==> src/pef_pkg.sv <==
package pef_pkg;

    // Register offsets on the local port
    localparam logic [7:0] PEF_ADDR_PORT  = 8'h90;
    localparam logic [7:0] PEF_ADDR_FLAGS = 8'h91;
    localparam logic [7:0] PEF_ADDR_IEN   = 8'hA0;
    localparam logic [7:0] PEF_ADDR_ICLR  = 8'hA1;
    localparam logic [7:0] PEF_ADDR_IRQST = 8'hA2;

    // Reset values
    localparam logic [7:0] PEF_PORT_RESET  = 8'hFF;
    localparam logic [7:0] PEF_FLAGS_RESET = 8'h00;
    localparam logic [3:0] PEF_IEN_RESET   = 4'h0;

    // Field positions in the flag register
    localparam int PEF_FLAG_LSB = 4;
    localparam int PEF_FLAG_MSB = 7;

    // Edge polarity per interrupt input, bit 0 = input 2: 1 rising, 0 falling
    localparam logic [3:0] PEF_EDGE_RISING = 4'h5;

    typedef struct packed {
        logic [7:0] addr;
        logic [7:0] wdata;
        logic       wr;
        logic       rd;
    } pef_bus_type;

    typedef struct packed {
        logic [7:0] port_latch;
        logic [3:0] pin_prev;
        logic [3:0] edge_flags;
        logic [3:0] irq_status;
        logic [3:0] irq_enable;
        logic [7:0] rdata;
    } pef_state_type;

endpackage

==> src/pef_port_one_edge_irq_flags.sv <==
`timescale 1ns/100ps
// Overview of operation
// - Bit 7 flag sets on a falling edge of external input five.
// - Bit 6 flag sets on a rising edge of external input four.
// - Bit 5 flag sets on a falling edge of external input three.
// - Bit 4 flag sets on a rising edge of external input two.
// - Flag register holds flags in bits 7..4; bits 3..0 read zero.
// - Port bits 4..7 are interrupt inputs two to five and general I/O.
// - Reset loads the port latch with all ones, pins released high.
module pef_port_one_edge_irq_flags
(
    input  wire logic                clk_sys,
    input  wire logic                rst,
    input  wire pef_pkg::pef_bus_type bus,
    output logic [7:0]               rdata,
    input  wire logic [7:0]          port_pin_in,
    output logic [7:0]               port_pin_out,
    output logic [7:0]               port_pin_oe_n,
    output logic [3:0]               edge_flag_out,
    output logic                     irq
);
    import pef_pkg::*;

    pef_state_type state;
    pef_state_type next_state;
    logic [3:0]    irq_pins;
    logic [3:0]    rise;
    logic [3:0]    fall;
    logic [3:0]    edge_hit;

    // Interrupt inputs ext_irq_in2..5 are port pins 4..7
    assign irq_pins = port_pin_in[PEF_FLAG_MSB:PEF_FLAG_LSB];
    assign rise     = irq_pins & ~state.pin_prev;
    assign fall     = ~irq_pins & state.pin_prev;
    // Polarity per input: 2 and 4 rising, 3 and 5 falling
    assign edge_hit = (rise & PEF_EDGE_RISING) | (fall & ~PEF_EDGE_RISING);

    // Next-state logic for registers, flags and read data
    always_comb
    begin
        next_state = state;
        next_state.pin_prev = irq_pins;
        next_state.rdata = 8'h00;
        if (bus.wr)
        begin
            unique case (bus.addr)
                PEF_ADDR_PORT:
                begin
                    next_state.port_latch = bus.wdata;
                end
                PEF_ADDR_FLAGS:
                begin
                    // Writing zero clears, writing one keeps
                    next_state.edge_flags = state.edge_flags
                        & bus.wdata[PEF_FLAG_MSB:PEF_FLAG_LSB];
                end
                PEF_ADDR_IEN:
                begin
                    next_state.irq_enable = bus.wdata[3:0];
                end
                PEF_ADDR_ICLR:
                begin
                    next_state.irq_status = state.irq_status & ~bus.wdata[3:0];
                end
                default:
                begin
                end
            endcase
        end
        // Edge sets win over same-cycle clears
        next_state.edge_flags = next_state.edge_flags | edge_hit;
        next_state.irq_status = next_state.irq_status | edge_hit;
        if (bus.rd)
        begin
            // Read data is registered and stands one cycle only
            unique case (bus.addr)
                PEF_ADDR_PORT:
                begin
                    next_state.rdata = port_pin_in;
                end
                PEF_ADDR_FLAGS:
                begin
                    next_state.rdata = {state.edge_flags, 4'h0};
                end
                PEF_ADDR_IEN:
                begin
                    next_state.rdata = {4'h0, state.irq_enable};
                end
                PEF_ADDR_IRQST:
                begin
                    next_state.rdata = {4'h0, state.irq_status};
                end
                default:
                begin
                    next_state.rdata = 8'h00;
                end
            endcase
        end
    end

    // State register
    always_ff @(posedge clk_sys)
    begin
        if (rst)
        begin
            state.port_latch <= PEF_PORT_RESET;
            state.pin_prev   <= 4'hF;
            state.edge_flags <= PEF_FLAGS_RESET[3:0];
            state.irq_status <= 4'h0;
            state.irq_enable <= PEF_IEN_RESET;
            state.rdata      <= 8'h00;
        end
        else
        begin
            state <= next_state;
        end
    end

    // Quasi-bidirectional port: drive low only, high is released
    assign port_pin_out  = state.port_latch;
    assign port_pin_oe_n = state.port_latch;
    assign rdata         = state.rdata;
    assign edge_flag_out = state.edge_flags;
    assign irq           = |(state.irq_status & state.irq_enable);

    // Falling edge on input five sets bit 7 next cycle
    fall_five_a : assert property (@(posedge clk_sys) disable iff (rst)
        (state.pin_prev[3] && !irq_pins[3]) |=> state.edge_flags[3])
        else $error("falling edge on input five not flagged");
    // Rising edge on input four sets bit 6
    rise_four_a : assert property (@(posedge clk_sys) disable iff (rst)
        (!state.pin_prev[2] && irq_pins[2]) |=> state.edge_flags[2])
        else $error("rising edge on input four not flagged");
    // Falling edge on input three sets bit 5
    fall_three_a : assert property (@(posedge clk_sys) disable iff (rst)
        (state.pin_prev[1] && !irq_pins[1]) |=> state.edge_flags[1])
        else $error("falling edge on input three not flagged");
    // Rising edge on input two sets bit 4
    rise_two_a : assert property (@(posedge clk_sys) disable iff (rst)
        (!state.pin_prev[0] && irq_pins[0]) |=> state.edge_flags[0])
        else $error("rising edge on input two not flagged");
    // Flag read shows flags high, zero low
    flag_read_a : assert property (@(posedge clk_sys) disable iff (rst)
        (bus.rd && bus.addr == PEF_ADDR_FLAGS) |=>
        rdata == {$past(state.edge_flags), 4'h0})
        else $error("flag register read layout wrong");
    // Port latch is all ones after reset
    port_reset_a : assert property (@(posedge clk_sys)
        $fell(rst) |-> port_pin_out == 8'hFF)
        else $error("port latch not all ones after reset");
    // Flag stays set without a clearing write
    flag_hold_a : assert property (@(posedge clk_sys) disable iff (rst)
        (state.edge_flags[3] && !(bus.wr && bus.addr == PEF_ADDR_FLAGS))
        |=> state.edge_flags[3])
        else $error("edge flag lost without a write");
    // Zero write with no edge clears the flag
    flag_clear_a : assert property (@(posedge clk_sys) disable iff (rst)
        (bus.wr && bus.addr == PEF_ADDR_FLAGS && !bus.wdata[4] && !edge_hit[0])
        |=> !state.edge_flags[0])
        else $error("edge flag not cleared by zero write");
    // Enabled edge raises the interrupt next cycle
    irq_level_a : assert property (@(posedge clk_sys) disable iff (rst)
        ((edge_hit & state.irq_enable) != 4'h0) |=> irq)
        else $error("interrupt output not raised by enabled edge");

    // Falling edge on input five sets its status bit
    stat_five_a : assert property (@(posedge clk_sys) disable iff (rst)
        edge_hit[3] |=> state.irq_status[3])
        else $error("status five not set");

    // Rising edge on input four sets its status bit
    stat_four_a : assert property (@(posedge clk_sys) disable iff (rst)
        edge_hit[2] |=> state.irq_status[2])
        else $error("status four not set");

    // Falling edge on input three sets its status bit
    stat_three_a : assert property (@(posedge clk_sys) disable iff (rst)
        edge_hit[1] |=> state.irq_status[1])
        else $error("status three not set");

    // Rising edge on input two sets its status bit
    stat_two_a : assert property (@(posedge clk_sys) disable iff (rst)
        edge_hit[0] |=> state.irq_status[0])
        else $error("status two not set");

    // Rising edge on input five leaves a clear flag clear
    no_rise_five_a : assert property (@(posedge clk_sys) disable iff (rst)
        (!state.pin_prev[3] && irq_pins[3] && !state.edge_flags[3]) |=> !state.edge_flags[3])
        else $error("input five flagged on a rising edge");

    // Falling edge on input four leaves a clear flag clear
    no_fall_four_a : assert property (@(posedge clk_sys) disable iff (rst)
        (state.pin_prev[2] && !irq_pins[2] && !state.edge_flags[2]) |=> !state.edge_flags[2])
        else $error("input four flagged on a falling edge");

    // Rising edge on input three leaves a clear flag clear
    no_rise_three_a : assert property (@(posedge clk_sys) disable iff (rst)
        (!state.pin_prev[1] && irq_pins[1] && !state.edge_flags[1]) |=> !state.edge_flags[1])
        else $error("input three flagged on a rising edge");

    // Falling edge on input two leaves a clear flag clear
    no_fall_two_a : assert property (@(posedge clk_sys) disable iff (rst)
        (state.pin_prev[0] && !irq_pins[0] && !state.edge_flags[0]) |=> !state.edge_flags[0])
        else $error("input two flagged on a falling edge");

    // Flag six stays set without a clearing write
    hold_six_a : assert property (@(posedge clk_sys) disable iff (rst)
        (state.edge_flags[2] && !(bus.wr && bus.addr == PEF_ADDR_FLAGS))
        |=> state.edge_flags[2])
        else $error("flag six lost without a write");

    // Flag five stays set without a clearing write
    hold_five_a : assert property (@(posedge clk_sys) disable iff (rst)
        (state.edge_flags[1] && !(bus.wr && bus.addr == PEF_ADDR_FLAGS))
        |=> state.edge_flags[1])
        else $error("flag five lost without a write");

    // Flag four stays set without a clearing write
    hold_four_a : assert property (@(posedge clk_sys) disable iff (rst)
        (state.edge_flags[0] && !(bus.wr && bus.addr == PEF_ADDR_FLAGS))
        |=> state.edge_flags[0])
        else $error("flag four lost without a write");

    // Zero write clears flag seven
    clear_seven_a : assert property (@(posedge clk_sys) disable iff (rst)
        (bus.wr && bus.addr == PEF_ADDR_FLAGS && !bus.wdata[7] && !edge_hit[3])
        |=> !state.edge_flags[3])
        else $error("flag seven not cleared by zero write");

    // Zero write clears flag six
    clear_six_a : assert property (@(posedge clk_sys) disable iff (rst)
        (bus.wr && bus.addr == PEF_ADDR_FLAGS && !bus.wdata[6] && !edge_hit[2])
        |=> !state.edge_flags[2])
        else $error("flag six not cleared by zero write");

    // Zero write clears flag five
    clear_five_a : assert property (@(posedge clk_sys) disable iff (rst)
        (bus.wr && bus.addr == PEF_ADDR_FLAGS && !bus.wdata[5] && !edge_hit[1])
        |=> !state.edge_flags[1])
        else $error("flag five not cleared by zero write");

    // One written to a set flag keeps it
    keep_one_a : assert property (@(posedge clk_sys) disable iff (rst)
        (bus.wr && bus.addr == PEF_ADDR_FLAGS && bus.wdata[7] && state.edge_flags[3])
        |=> state.edge_flags[3])
        else $error("flag seven lost on a write of one");

    // Edge in the clearing cycle wins over the clear
    set_wins_a : assert property (@(posedge clk_sys) disable iff (rst)
        (bus.wr && bus.addr == PEF_ADDR_FLAGS && edge_hit[0]) |=> state.edge_flags[0])
        else $error("edge lost against a clearing write");

    // Port write lands in the latch
    port_write_a : assert property (@(posedge clk_sys) disable iff (rst)
        (bus.wr && bus.addr == PEF_ADDR_PORT) |=> port_pin_out == $past(bus.wdata))
        else $error("port latch write lost");

    // Port read returns the pin levels
    port_read_a : assert property (@(posedge clk_sys) disable iff (rst)
        (bus.rd && bus.addr == PEF_ADDR_PORT) |=> rdata == $past(port_pin_in))
        else $error("port read data wrong");

    // Low nibble of the flag register reads zero
    low_nibble_a : assert property (@(posedge clk_sys) disable iff (rst)
        (bus.rd && bus.addr == PEF_ADDR_FLAGS) |=> rdata[3:0] == 4'h0)
        else $error("unused flag bits not zero");

    // Read data returns to zero without a read
    rdata_idle_a : assert property (@(posedge clk_sys) disable iff (rst)
        !bus.rd |=> rdata == 8'h00)
        else $error("read data not zero when idle");

    // Unmapped and write-only addresses read zero
    unmapped_a : assert property (@(posedge clk_sys) disable iff (rst)
        (bus.rd && bus.addr != PEF_ADDR_PORT && bus.addr != PEF_ADDR_FLAGS
        && bus.addr != PEF_ADDR_IEN && bus.addr != PEF_ADDR_IRQST) |=> rdata == 8'h00)
        else $error("unmapped read not zero");

    // Enable register reads back in the low nibble
    enable_read_a : assert property (@(posedge clk_sys) disable iff (rst)
        (bus.rd && bus.addr == PEF_ADDR_IEN) |=> rdata == {4'h0, $past(state.irq_enable)})
        else $error("enable read data wrong");

    // Status register reads back in the low nibble
    status_read_a : assert property (@(posedge clk_sys) disable iff (rst)
        (bus.rd && bus.addr == PEF_ADDR_IRQST) |=> rdata == {4'h0, $past(state.irq_status)})
        else $error("status read data wrong");

    // Enable write lands in the enable register
    enable_write_a : assert property (@(posedge clk_sys) disable iff (rst)
        (bus.wr && bus.addr == PEF_ADDR_IEN) |=> state.irq_enable == $past(bus.wdata[3:0]))
        else $error("enable write lost");

    // Write of one clears a status bit with no edge
    status_clear_a : assert property (@(posedge clk_sys) disable iff (rst)
        (bus.wr && bus.addr == PEF_ADDR_ICLR && bus.wdata[0] && !edge_hit[0])
        |=> !state.irq_status[0])
        else $error("status bit not cleared");

    // Flags, interrupt and read data are clear after reset
    reset_clear_a : assert property (@(posedge clk_sys)
        $fell(rst) |-> (edge_flag_out == 4'h0 && !irq && rdata == 8'h00))
        else $error("flags or interrupt not clear after reset");

    // No interrupt while nothing is enabled
    irq_masked_a : assert property (@(posedge clk_sys) disable iff (rst)
        (state.irq_enable == 4'h0) |-> !irq)
        else $error("interrupt raised while masked");

endmodule

==> config.mk <==
export PLATFORM = sky130hd
export DESIGN_NAME = pef_port_one_edge_irq_flags
export DESIGN_NICKNAME = d
export VERILOG_FILES = /design/src/pef_pkg.sv /design/src/pef_port_one_edge_irq_flags.sv
export SDC_FILE = /design/constraint.sdc
export NUM_CORES = 1
export LEC_CHECK = 0
export BUFFER_PORTS_ARGS = -buffer_cell sky130_fd_sc_hd__buf_4
export CORE_ASPECT_RATIO = 1.25
export CORE_MARGIN = 2
export CORE_UTILIZATION = 50
export CTS_CLUSTER_DIAMETER = 50
export DETAILED_ROUTE_END_ITERATION = 8
export PLACE_DENSITY = 0.85
export RECOVER_POWER = 25
export SYNTH_ARGS = -nofsm -noshare
export SYNTH_HDL_FRONTEND = slang
export SYNTH_SLANG_ARGS = --single-unit
==> constraint.sdc <==
create_clock -name clk_sys -period 2.5 [get_ports clk_sys]
set_input_delay 0.125 -clock clk_sys [delete_from_list [all_inputs] [get_ports clk_sys]]
set_output_delay 0.125 -clock clk_sys [all_outputs]
set_load 0.02 [all_outputs]
* Yosys cells after proc, flatten, opt, wreduce, memory -nomap -nowiden
Index checks and enable logic that the tools add are counted.
** Operators by class
- $add $sub $neg :: 0
- $mul :: 0
- Divide/modulo/power cells :: 0
- Order comparisons :: 0
- Eq/ne operators :: 5
- Shifts and indexed selects :: 0
- Muxes and demuxes :: 5
- Bitwise logic cells :: 12
- Reduce and logical (&&, ||, !) cells :: 4
** Operators by type and width (number)
- == test 8 bit, second input constant :: 5
- case mux 8 bit (4 select lines) :: 1
- AND 4 bit :: 4
- two-way mux 12 bit :: 1
- two-way mux 4 bit :: 3
- NOT 4 bit :: 2
- OR 4 bit :: 2
- OR 3 x 4 -> 4 bit :: 1
- AND reduction 2 bit :: 2
- OR reduction 4 bit :: 1
- AND 3 bit :: 1
- NOT 3 bit :: 1
- OR reduction 2 bit :: 1
- NOT 1 bit :: 1
** Word-level totals
- Register bits after elaboration :: 32
- Latch bits :: 0
- Memory bits (writable) :: 0
- Memory bits (read-only) :: 0
- Input bits :: 28
- Output and inout bits :: 29
- Word-level logic and storage cells :: 32
- Memories :: 0

* Logic depth before layout (Yosys ltp)
Gate-level depths: netlist of the first run.
- Depth in word-level cells :: 5
- Depth in mapped cells :: 6

* Least setup slack after synthesis of the first run
OpenSTA, ideal clock, no wires.
- Kind :: input port to flip-flop
- Start :: input port bus[16] (netlist bit)
- End :: register state[10] (netlist bit)
- Arrival time :: 996 ps
- Slack :: 1376 ps
- Stages on the path :: 5
- Path buffers :: 1
- Cell sequence :: and4bb_2 > buf_2 > nand3_1 > mux2i_1 > nor2_1
** Between the ends
- Longest elaborated chain between the ends :: 2
** Ends and longest elaborated chain
- start, declared :: RTL line pef_port_one_edge_irq_flags.sv:14 : input wire pef_pkg::pef_bus_type bus,
- == test 8 bit :: RTL line pef_port_one_edge_irq_flags.sv:46 : unique case (bus.addr)
- AND reduction 2 bit (no line)
- end signal, assigned :: RTL line pef_port_one_edge_irq_flags.sv:115 : state <= next_state;
- end, declared :: RTL line pef_port_one_edge_irq_flags.sv:24 : pef_state_type state;
No other way between the ends.
A chain may end at the register's enable or synchronous reset.

* Worst setup path in the final report of the first run
- Start :: input port bus[13] (netlist bit)
- End :: register state, in the netlist port_pin_oe_n[6]
The elaborated chain is that of the path after synthesis.

==> impl_summary.txt, run 1 <==
----------------------------------------------------
[Status]
  Run status ... finished, final reports clean

[Setup path]
  Kind of start point of the critical path ... input pin
  Gate family responsible for the most delay along the worst path ... simple AND/OR/NAND/NOR gates
  CP max FO ... 16
  Crit path max-delay cell type ... and3_1
  List of cells traversed by the critical path ... buf_4 > nor4_4 > and3_1 > nor3_1 > a21oi_2
  Crit path arrival time ... 1570 ps
  Worst Path Class, Setup ... input pin to flop
  Register-to-Register Path Depth ... 3
  Buffers plus inverters on the worst setup path ... 1
  Endpoint required time on the critical path ... between 2000 and 3000 ps
  Startpoint of the worst register-to-register path ... state[11]
  FF-to-FF setup slack ... 1620 ps
  Critical Path End Type ... flop
  Critical register-to-register path endpoint ... rdata[3]
  Max stage delay on crit path ... slightly below 600 ps

[Synthesis]
  Proportion of synthesized chip area in sequential cells ... 0.427
  Per-instance average area after synthesis ... around 9.1 um2
  Syn Nets ... 192
  Flip-flop and latch count after synthesis ... 32
  Yosys Warn Count ... 0
  Number of instances in the synthesized netlist ... approximately 160
  Unique cell type count in the Yosys netlist ... 29
  Syn Std Cell Area ... ~1500 um2

[Power and ir drop]
  Share of total power consumed by net switching ... 0.238
  Worst IR drop on VDD ... roughly 0.00045 V
  Lkg Pwr ... 0.000729 uW
  Clock share of power ... 0.293
  Logic pwr share ... 0.111
  Part of the total power dissipated in sequential elements ... 0.596
  Sw power ... 212 uW
  Internal power ... about 680 uW
  Pwr dens ... just over 500 nW/um2

[Clock tree]
  CTS sink cnt ... 32
  Count of instances resized after the clock tree is built ... 0
  TritonCTS clock tree ... yes
  Clock latency of the later-clocked register in the worst-skew pair ... roughly 320 ps
  Reg clk slew, reported paths ... around 90 ps
  Clock root buffer ... clkbuf_4
  CTS H-tree depth ... 2
  Clock Tree Buf Depth ... 2
  Number of buffers added by the clock tree synthesis step ... 5

[Route]
  Via count of the routed design ... around 1200
  Post-detailed-route wirelength per cell ... between 10 and 15 um
  Number of nets with antenna violations after routing ... 0
  Detailed Routing Iterations Pass 1 ... 4
  DRC violation count after routing ... 0
  WL final ... 3.15 mm
  DR iter-0 viols ... between 50 and 60
  Post-DR vias/cell ... ~5.3

[Layout]
  Number of antenna cells inserted ... 0
  Fraction of layout cells with a size suffix above 1 ... 0.316
  Final Net Count ... between 200 and 250
  P&R area growth vs syn ... 16.8%
  Number of standard cells in the layout, taps in and fillers out ... ~230

[Placed design]
  Setup Slack @ Placement ... a little over 900 ps
  Routability Congestion ... a little under 0.8
  Number of buffer cells added on primary ports ... 56
  Detail Placement HPWL ... around 2.4 mm
  Instance count after placement with tap cells included ... 222

[Timing]
  Worst Hold Slack ... approximately 14 ps
  Max Slew Vio Count ... 0
  Relative slew slack ... 0.190
  Total Neg Setup Slack ... 0 ps
  Number of failing hold endpoints at the final stage ... 0
  Maximum clock rate ... 0.768 GHz
  Final critical-path required period ... around 1300 ps
  Total of endpoints with negative setup slack in the final report ... 0
  Setup skew after layout ... between 7 and 8 ps
  Worst Slack Setup Final ... about 1200 ps
  Slew at the pin closest to its max-slew limit ... about 1200 ps
  Period utilisation layout ... 0.521
  Unrepaired setup endpoints after global routing ... false

[Min path]
  Hold-critical path endpoint ... state[22]
  Worst min-delay path startpoint ... port_pin_in[6]
  Number of cells traversed by the worst hold path ... 2
  Hold/Removal Path Class ... input pin to flop

[Die]
  Placement Rows ... 22
  I/O pins ... 57
  Starting Density ... 0.519
  Core region area ... 2890 um2
  Die Span Y ... around 65 um
  DIE WIDTH ... ~53 um
  Full die area ... about 3500 um2

[Global routing]
  Combined global-route utilization of all metal layers ... 0.197
  Global route overflow ... 0
  Initial antenna violation count ... 0
  Via count of the first global-routing pass ... ~1200
  Wire length of the first global-routing pass ... around 5 mm
  Pin count of the biggest net entering global routing ... 34

[Run]
  Max-cap check violation count ... 0

----------------------------------------------------
per-stage QoR:
stage / util / area [um2] / power (uW)
floorplan: - / 1500 / 584
finish: 0.606 / 1750 / 887
global placement: 0.591 / 1710 / 632
global route: 0.606 / 1750 / 932
detailed placement: 0.591 / 1710 / 635
CTS: 0.614 / 1780 / 894
worst max-delay path by stage:
stage               startpoint          endpoint  cells after the start
floorplan              bus[16]         state[10]                      5
global placement       bus[13]  port_pin_oe_n[5]                      5
detailed placement     bus[13]  port_pin_oe_n[6]                      5
CTS                    bus[13]  port_pin_oe_n[6]                      5
global route           bus[13]  port_pin_oe_n[3]                      5
finish                 bus[13]  port_pin_oe_n[6]                      5
cell usage in the layout (no fill, tap or decap):
master	n
or2_2	4
nor4_4	1
dlygate4sd3_1	3
nand4bb_1	1
o31ai_1	4
inv_1	1
and3_1	2
clkbuf_1	10
a22oi_1	10
o2bb2ai_1	1
nor3_1	9
nor2_1	21
mux2i_1	4
and4bb_2	1
a22o_1	4
clkinv_2	1
a21oi_2	2
nand4b_2	1
nand2b_1	4
clkbuf_4	5
and4_1	1
o21ai_0	4
and2_1	1
nand2_1	5
buf_4	47
and4bb_1	1
a21oi_1	14
nand3_1	2
dfxtp_1	32
worst register-to-register path: cells and delay by family, from the launching register on:
family | cells | cell delay, ps
AOI/OAI and AO/OA | 2 | 390
DFF | 1 | 340
and+or+nand+nor | 1 | 50
routing by layer:
metal  track usage  part of all wire  up-vias
li1              -                 -      612
met1         0.222              0.40      551
met2         0.339              0.52       56
met3        0.0614             0.071        6
met4        0.0737             0.015        0
met5             0                 0        -
synthesized netlist by cell type:
master / number / area, um2
a22oi_1: 10 / 75.1
buf_8: 1 / 15.0
a21oi_2: 2 / 17.5
dfxtp_1: 32 / 641
and4bb_1: 1 / 12.5
a22o_1: 4 / 35.0
nand2_1: 5 / 18.8
nor4_4: 1 / 21.3
and4bb_2: 1 / 12.5
o21ai_0: 4 / 20.0
buf_4: 29 / 218
and3_1: 2 / 12.5
mux2i_1: 4 / 40.0
nor2_1: 21 / 78.8
nor3_1: 9 / 45.0
buf_2: 1 / 5.00
nand2b_1: 4 / 25.0
nand4bb_1: 1 / 11.3
or2_2: 4 / 25.0
clkbuf_1: 2 / 7.51
and4_1: 1 / 8.76
nand3_1: 2 / 10.0
o31ai_1: 4 / 30.0
buf_6: 1 / 11.3
and2_1: 1 / 6.26
o2bb2ai_1: 1 / 8.76
nand4b_2: 1 / 15.0
a21oi_1: 14 / 70.1
inv_1: 1 / 3.75
timing repair:
| item | in CTS | in global routing |
|---|---|---|
| hold buffers | 2 | 1 |
| hold endpoints to repair | 2 | 1 |
| buffers inserted | 0 | 0 |
power groups by stage:
stage / Sequential [uW] / Combinational [uW] / Clock [uW]
floorplan: 538 / 45.7 / 0
global placement: 541 / 91.2 / 0
detailed placement: 541 / 94.6 / 0
CTS: 529 / 97.3 / 268
global route: 531 / 107 / 295
finish: 529 / 98.5 / 260
kinds of logic after synthesis:
family,share of synthesized area
mux,0.0267
buf+inv,0.173
compound gates,0.171
simple gates,0.202
flops,0.427
layout make-up:
class                   instances  area (um2)
well taps                      36        45.0
inverters                       1        3.75
clock inverters                 1        5.00
repair buffers                 59         417
fillers                       264        1140
multi-input cells              97         599
flip-flops and latches         32         641
clock buffers                   6        41.3
registers in the layout (all words and copies together) (netlist names):
signal and cells:
state 12, port_pin_oe_n 8, edge_flag_out 4, rdata 8
No activity file was read; power rests on OpenSTA's default activity.
==> run 2, diff against run 1 <==
Settings changed: ABC_AREA from default to 1, CORE_UTILIZATION 50 to 49, PLACE_DENSITY 0.85 to 0.83.
Clock period 2.5 ns to 1.2 ns, I/O delays scaled along.
==> impl_summary.txt, run 2 <==
----------------------------------------------------
[Synthesis]
  Top-count cell post-synth ... nand2_1 (was dfxtp_1)
  Share of flip-flops with an asynchronous set or reset ... 0 (unchanged)
  Number of flops mapped to enable cells by yosys ... 0 (unchanged)
  Flip-flop and latch count after synthesis ... 32 (unchanged)
  Most instantiated flip-flop cell in the synthesis netlist ... dfxtp_1 (unchanged)
  Commonest cells in the netlist ... 68 x nand2_1, 32 x dfxtp_1, 28 x buf_4 (was 32 x dfxtp_1, 29 x buf_4, 21 x nor2_1)
  Area fraction of the dominant cell type after synthesis ... 0.400 (was 0.427)
  Syn Std Cell Area ... 1600 um2 (was 1500 um2)
  Number of instances in the synthesized netlist ... 220 (was 164)
  Proportion of synthesized chip area in sequential cells ... 0.400 (was 0.427)
  Per-instance average area after synthesis ... 7.29 um2 (was 9.15 um2)
  Top area cells in the synthesized netlist ... dfxtp_1 40%, nand2_1 16%, buf_4 13% (was dfxtp_1 43%, buf_4 15%, nor2_1 5.3%)
  Largest area contributor in the netlist ... dfxtp_1 (unchanged)
  Unique cell type count in the Yosys netlist ... 20 (was 29)
  Syn Nets ... 248 (was 192)
  Yosys Warn Count ... 0 (unchanged)

[Route]
  Detailed Routing Iterations Pass 1 ... 4 (unchanged)
  Via count of the routed design ... 1448 (was 1225)
  Post-DR vias/cell ... 4.84 (was 5.28)
  DR iter-0 viols ... 34 (was 53)
  DRC violation count after routing ... 0 (unchanged)
  Number of nets with antenna violations after routing ... 0 (unchanged)
  WL final ... 3.37 mm (was 3.15 mm)
  Post-detailed-route wirelength per cell ... 11.3 um (was 13.6 um)

[Timing]
  Max Slew Vio Count ... 0 (unchanged)
  Relative slew slack ... 0.651 (was 0.190)
  Unrepaired setup endpoints after global routing ... false (unchanged)
  Period utilisation layout ... 0.936
  Worst Slack Setup Final ... 76.2 ps (was 1200 ps)
  Number of failing hold endpoints at the final stage ... 0 (unchanged)
  Maximum clock rate ... around 0.9 GHz
  Final critical-path required period ... 1120 ps
  Total Neg Setup Slack ... 0 ps (unchanged)
  Slew at the pin closest to its max-slew limit ... 523 ps (was 1220 ps)
  Setup skew after layout ... 4.11 ps (was 7.93 ps)
  Total of endpoints with negative setup slack in the final report ... 0 (unchanged)

[Global routing]
  Global route overflow ... 0 (unchanged)
  Pin count of the biggest net entering global routing ... 16 (was 34)
  Initial antenna violation count ... 0 (unchanged)
  Wire length of the first global-routing pass ... 5.19 mm (was 5.11 mm)
  Via count of the first global-routing pass ... 1265 (was 1197)
  Combined global-route utilization of all metal layers ... 0.197 (about the same)

[Setup path]
  Gate family responsible for the most delay along the worst path ... buffers and inverters (was simple AND/OR/NAND/NOR gates)
  Buffers plus inverters on the worst setup path ... 2 (was 1)
  Critical register-to-register path endpoint ... rdata[7] (was rdata[3])
  Crit path arrival time ... 1300 ps (was 1570 ps)
  Stages on the worst setup path ... 5 (unchanged)
  Endpoint required time on the critical path ... 1370 ps (was 2760 ps)
  FF-to-FF setup slack ... 480 ps (was 1620 ps)
  List of cells traversed by the critical path ... dlygate4sd3_1 > buf_4 > or2_2 > o21ai_0 > a21oi_1 (was buf_4 > nor4_4 > and3_1 > nor3_1 > a21oi_2)
  Kind of start point of the critical path ... input pin (unchanged)
  CP max FO ... 2 (was 16)
  First element of the critical path ... bus[6] (was bus[13])
  Startpoint of the worst register-to-register path ... edge_flag_out[3] (was state[11])
  Max stage delay on crit path ... 560 ps (was 590 ps)
  Crit path max-delay cell type ... dlygate4sd3_1 (was and3_1)
  Worst Path Class, Setup ... input pin to flop (unchanged)
  Register-to-Register Path Depth ... 4 (was 3)
  Critical Path End Type ... flop (unchanged)

[Die]
  Starting Density ... 0.506 (was 0.519)
  Placement Rows ... 23 (was 22)
  Full die area ... 3750 um2 (was 3460 um2)
  DIE WIDTH ... 55.2 um (was 53.0 um)
  I/O pins ... 57 (unchanged)
  Core region area ... 3170 um2 (was 2890 um2)
  Die Span Y ... 67.9 um (was 65.2 um)

[Layout]
  Number of standard cells in the layout, taps in and fillers out ... 299 (was 232)
  P&R area growth vs syn ... 23.8% (was 16.8%)
  Number of antenna cells inserted ... 0 (unchanged)
  Max FFs per register ... 12 (unchanged)
  Fraction of layout cells with a size suffix above 1 ... 0.309 (was 0.316)
  Commonest non-fill, non-tap cell in the layout ... nand2_1 (was buf_4)
  Register with the most flip-flops ... state (unchanged)
  Final Net Count ... 290 (was 224)
  Commonest cells after routing, fill and taps aside ... 69 x nand2_1, 53 x buf_4, 32 x dfxtp_1, 19 x inv_1, 15 x a21oi_1 (was 47 x buf_4, 32 x dfxtp_1, 21 x nor2_1, 14 x a21oi_1)

[Power and ir drop]
  Logic pwr share ... 0.110 (was 0.111)
  Internal power ... 1600 uW (was 676 uW)
  Clock share of power ... 0.364 (was 0.293)
  Lkg Pwr ... 0.000970 uW (was 0.000729 uW)
  Part of the total power dissipated in sequential elements ... 0.526 (was 0.596)
  Pwr dens ... 1060 nW/um2 (was 507 nW/um2)
  Worst IR drop on VDD ... 0.000795 V (was 0.000447 V)
  Share of total power consumed by net switching ... 0.239 (was 0.238)
  Sw power ... 502 uW (was 212 uW)

[Placed design]
  Routability Congestion ... 0.819 (was 0.782)
  Setup Slack @ Placement ... 146 ps (was 913 ps)
  Number of buffer cells added on primary ports ... 56 (unchanged)
  Instance count after placement with tap cells included ... 284 (was 222)
  Detail Placement HPWL ... 2.55 mm (was 2.41 mm)

[Clock tree]
  Number of buffers added by the clock tree synthesis step ... 5 (unchanged)
  Clock root buffer ... clkbuf_8 (was clkbuf_4)
  CTS H-tree depth ... 2 (unchanged)
  Reg clk slew, reported paths ... 60 ps (was 90 ps)
  Number of setup buffers added after CTS ... 0 (unchanged)
  CTS sink cnt ... 32 (unchanged)
  TritonCTS clock tree ... yes (unchanged)
  Clock latency of the later-clocked register in the worst-skew pair ... 280 ps (was 320 ps)
  Count of instances resized after the clock tree is built ... 0 (unchanged)
  Clock Tree Buf Depth ... 2 (unchanged)

[Min path]
  Number of cells traversed by the worst hold path ... 2 (unchanged)
  Hold/Removal Path Class ... input pin to flop (unchanged)
  Hold-critical path endpoint ... state[14] (was state[22])
  Worst min-delay path startpoint ... rst (was port_pin_in[6])

[Status]
  Run status ... finished, final reports clean (unchanged)

[Run]
  Max-cap check violation count ... 0 (unchanged)

----------------------------------------------------
-- run 2: through the flow --
stage                     power (uW)  hold WS [ps]  utilization  instance area [um2]
after global placement          1340           266        0.588                 1860
after floorplan                 1240           129            -                 1600
after CTS                       2120          43.2        0.638                 2020
final                           2100          55.9        0.627                 1980
after global routing            2190          68.7        0.627                 1980
after detailed placement        1350           268        0.588                 1860
-- run 2: area by class of cell --
cell class / instances / area (um2)
well taps: 37 / 46.3
flip-flops and latches: 32 / 641
inverters: 22 / 83.8
fillers: 295 / 1180
repair buffers: 66 / 504
multi-input cells: 135 / 632
clock inverters: 1 / 5.00
clock buffers: 6 / 72.6
-- run 2: worst reg2reg max path, delay by kind of cell (launching register included) --
kind	cells	cell delay, ps
flops	1	350
simple gates	2	160
buf+inv	1	80
compound gates	1	70
-- run 2: worst max-delay path by stage --
stage,to,slack (ps)
floorplan,state[10],370
global placement,port_pin_oe_n[2],180
detailed placement,state[10],150
CTS,edge_flag_out[2],120
global route,port_pin_oe_n[3],30
finish,edge_flag_out[0],80
-- run 2: kinds of logic after synthesis --
group                  Yosys count  synth area share
flip-flops                      32             0.400
buffers and inverters           53             0.191
AO/OA/AOI/OAI                   28            0.0937
AND/OR/NAND/NOR                107             0.315
-- run 2: power groups by stage --
stage | registers (uW) | clock network, uW | logic (uW)
6_report | 1100 | 764 | 230
5_1_grt | 1110 | 827 | 253
4_1_cts | 1100 | 779 | 239
3_5_place_dp | 1130 | 0 | 218
3_3_place_gp | 1130 | 0 | 215
2_1_floorplan | 1120 | 0 | 115
-- run 2: per-layer routing --
layer / vias up / share of wire / GRT usage
met3: 8 / 0.061 / 0.0568
met5: - / 0 / 0
met1: 653 / 0.41 / 0.207
li1: 740 / - / -
met4: 0 / 0.026 / 0.107
met2: 47 / 0.50 / 0.342
-- run 2: repair_timing --
item                                    4_1_cts  5_1_grt
hold buffers                                  8        0
endpoints found under the hold margin         8        0
endpoints found under the setup margin        0        0
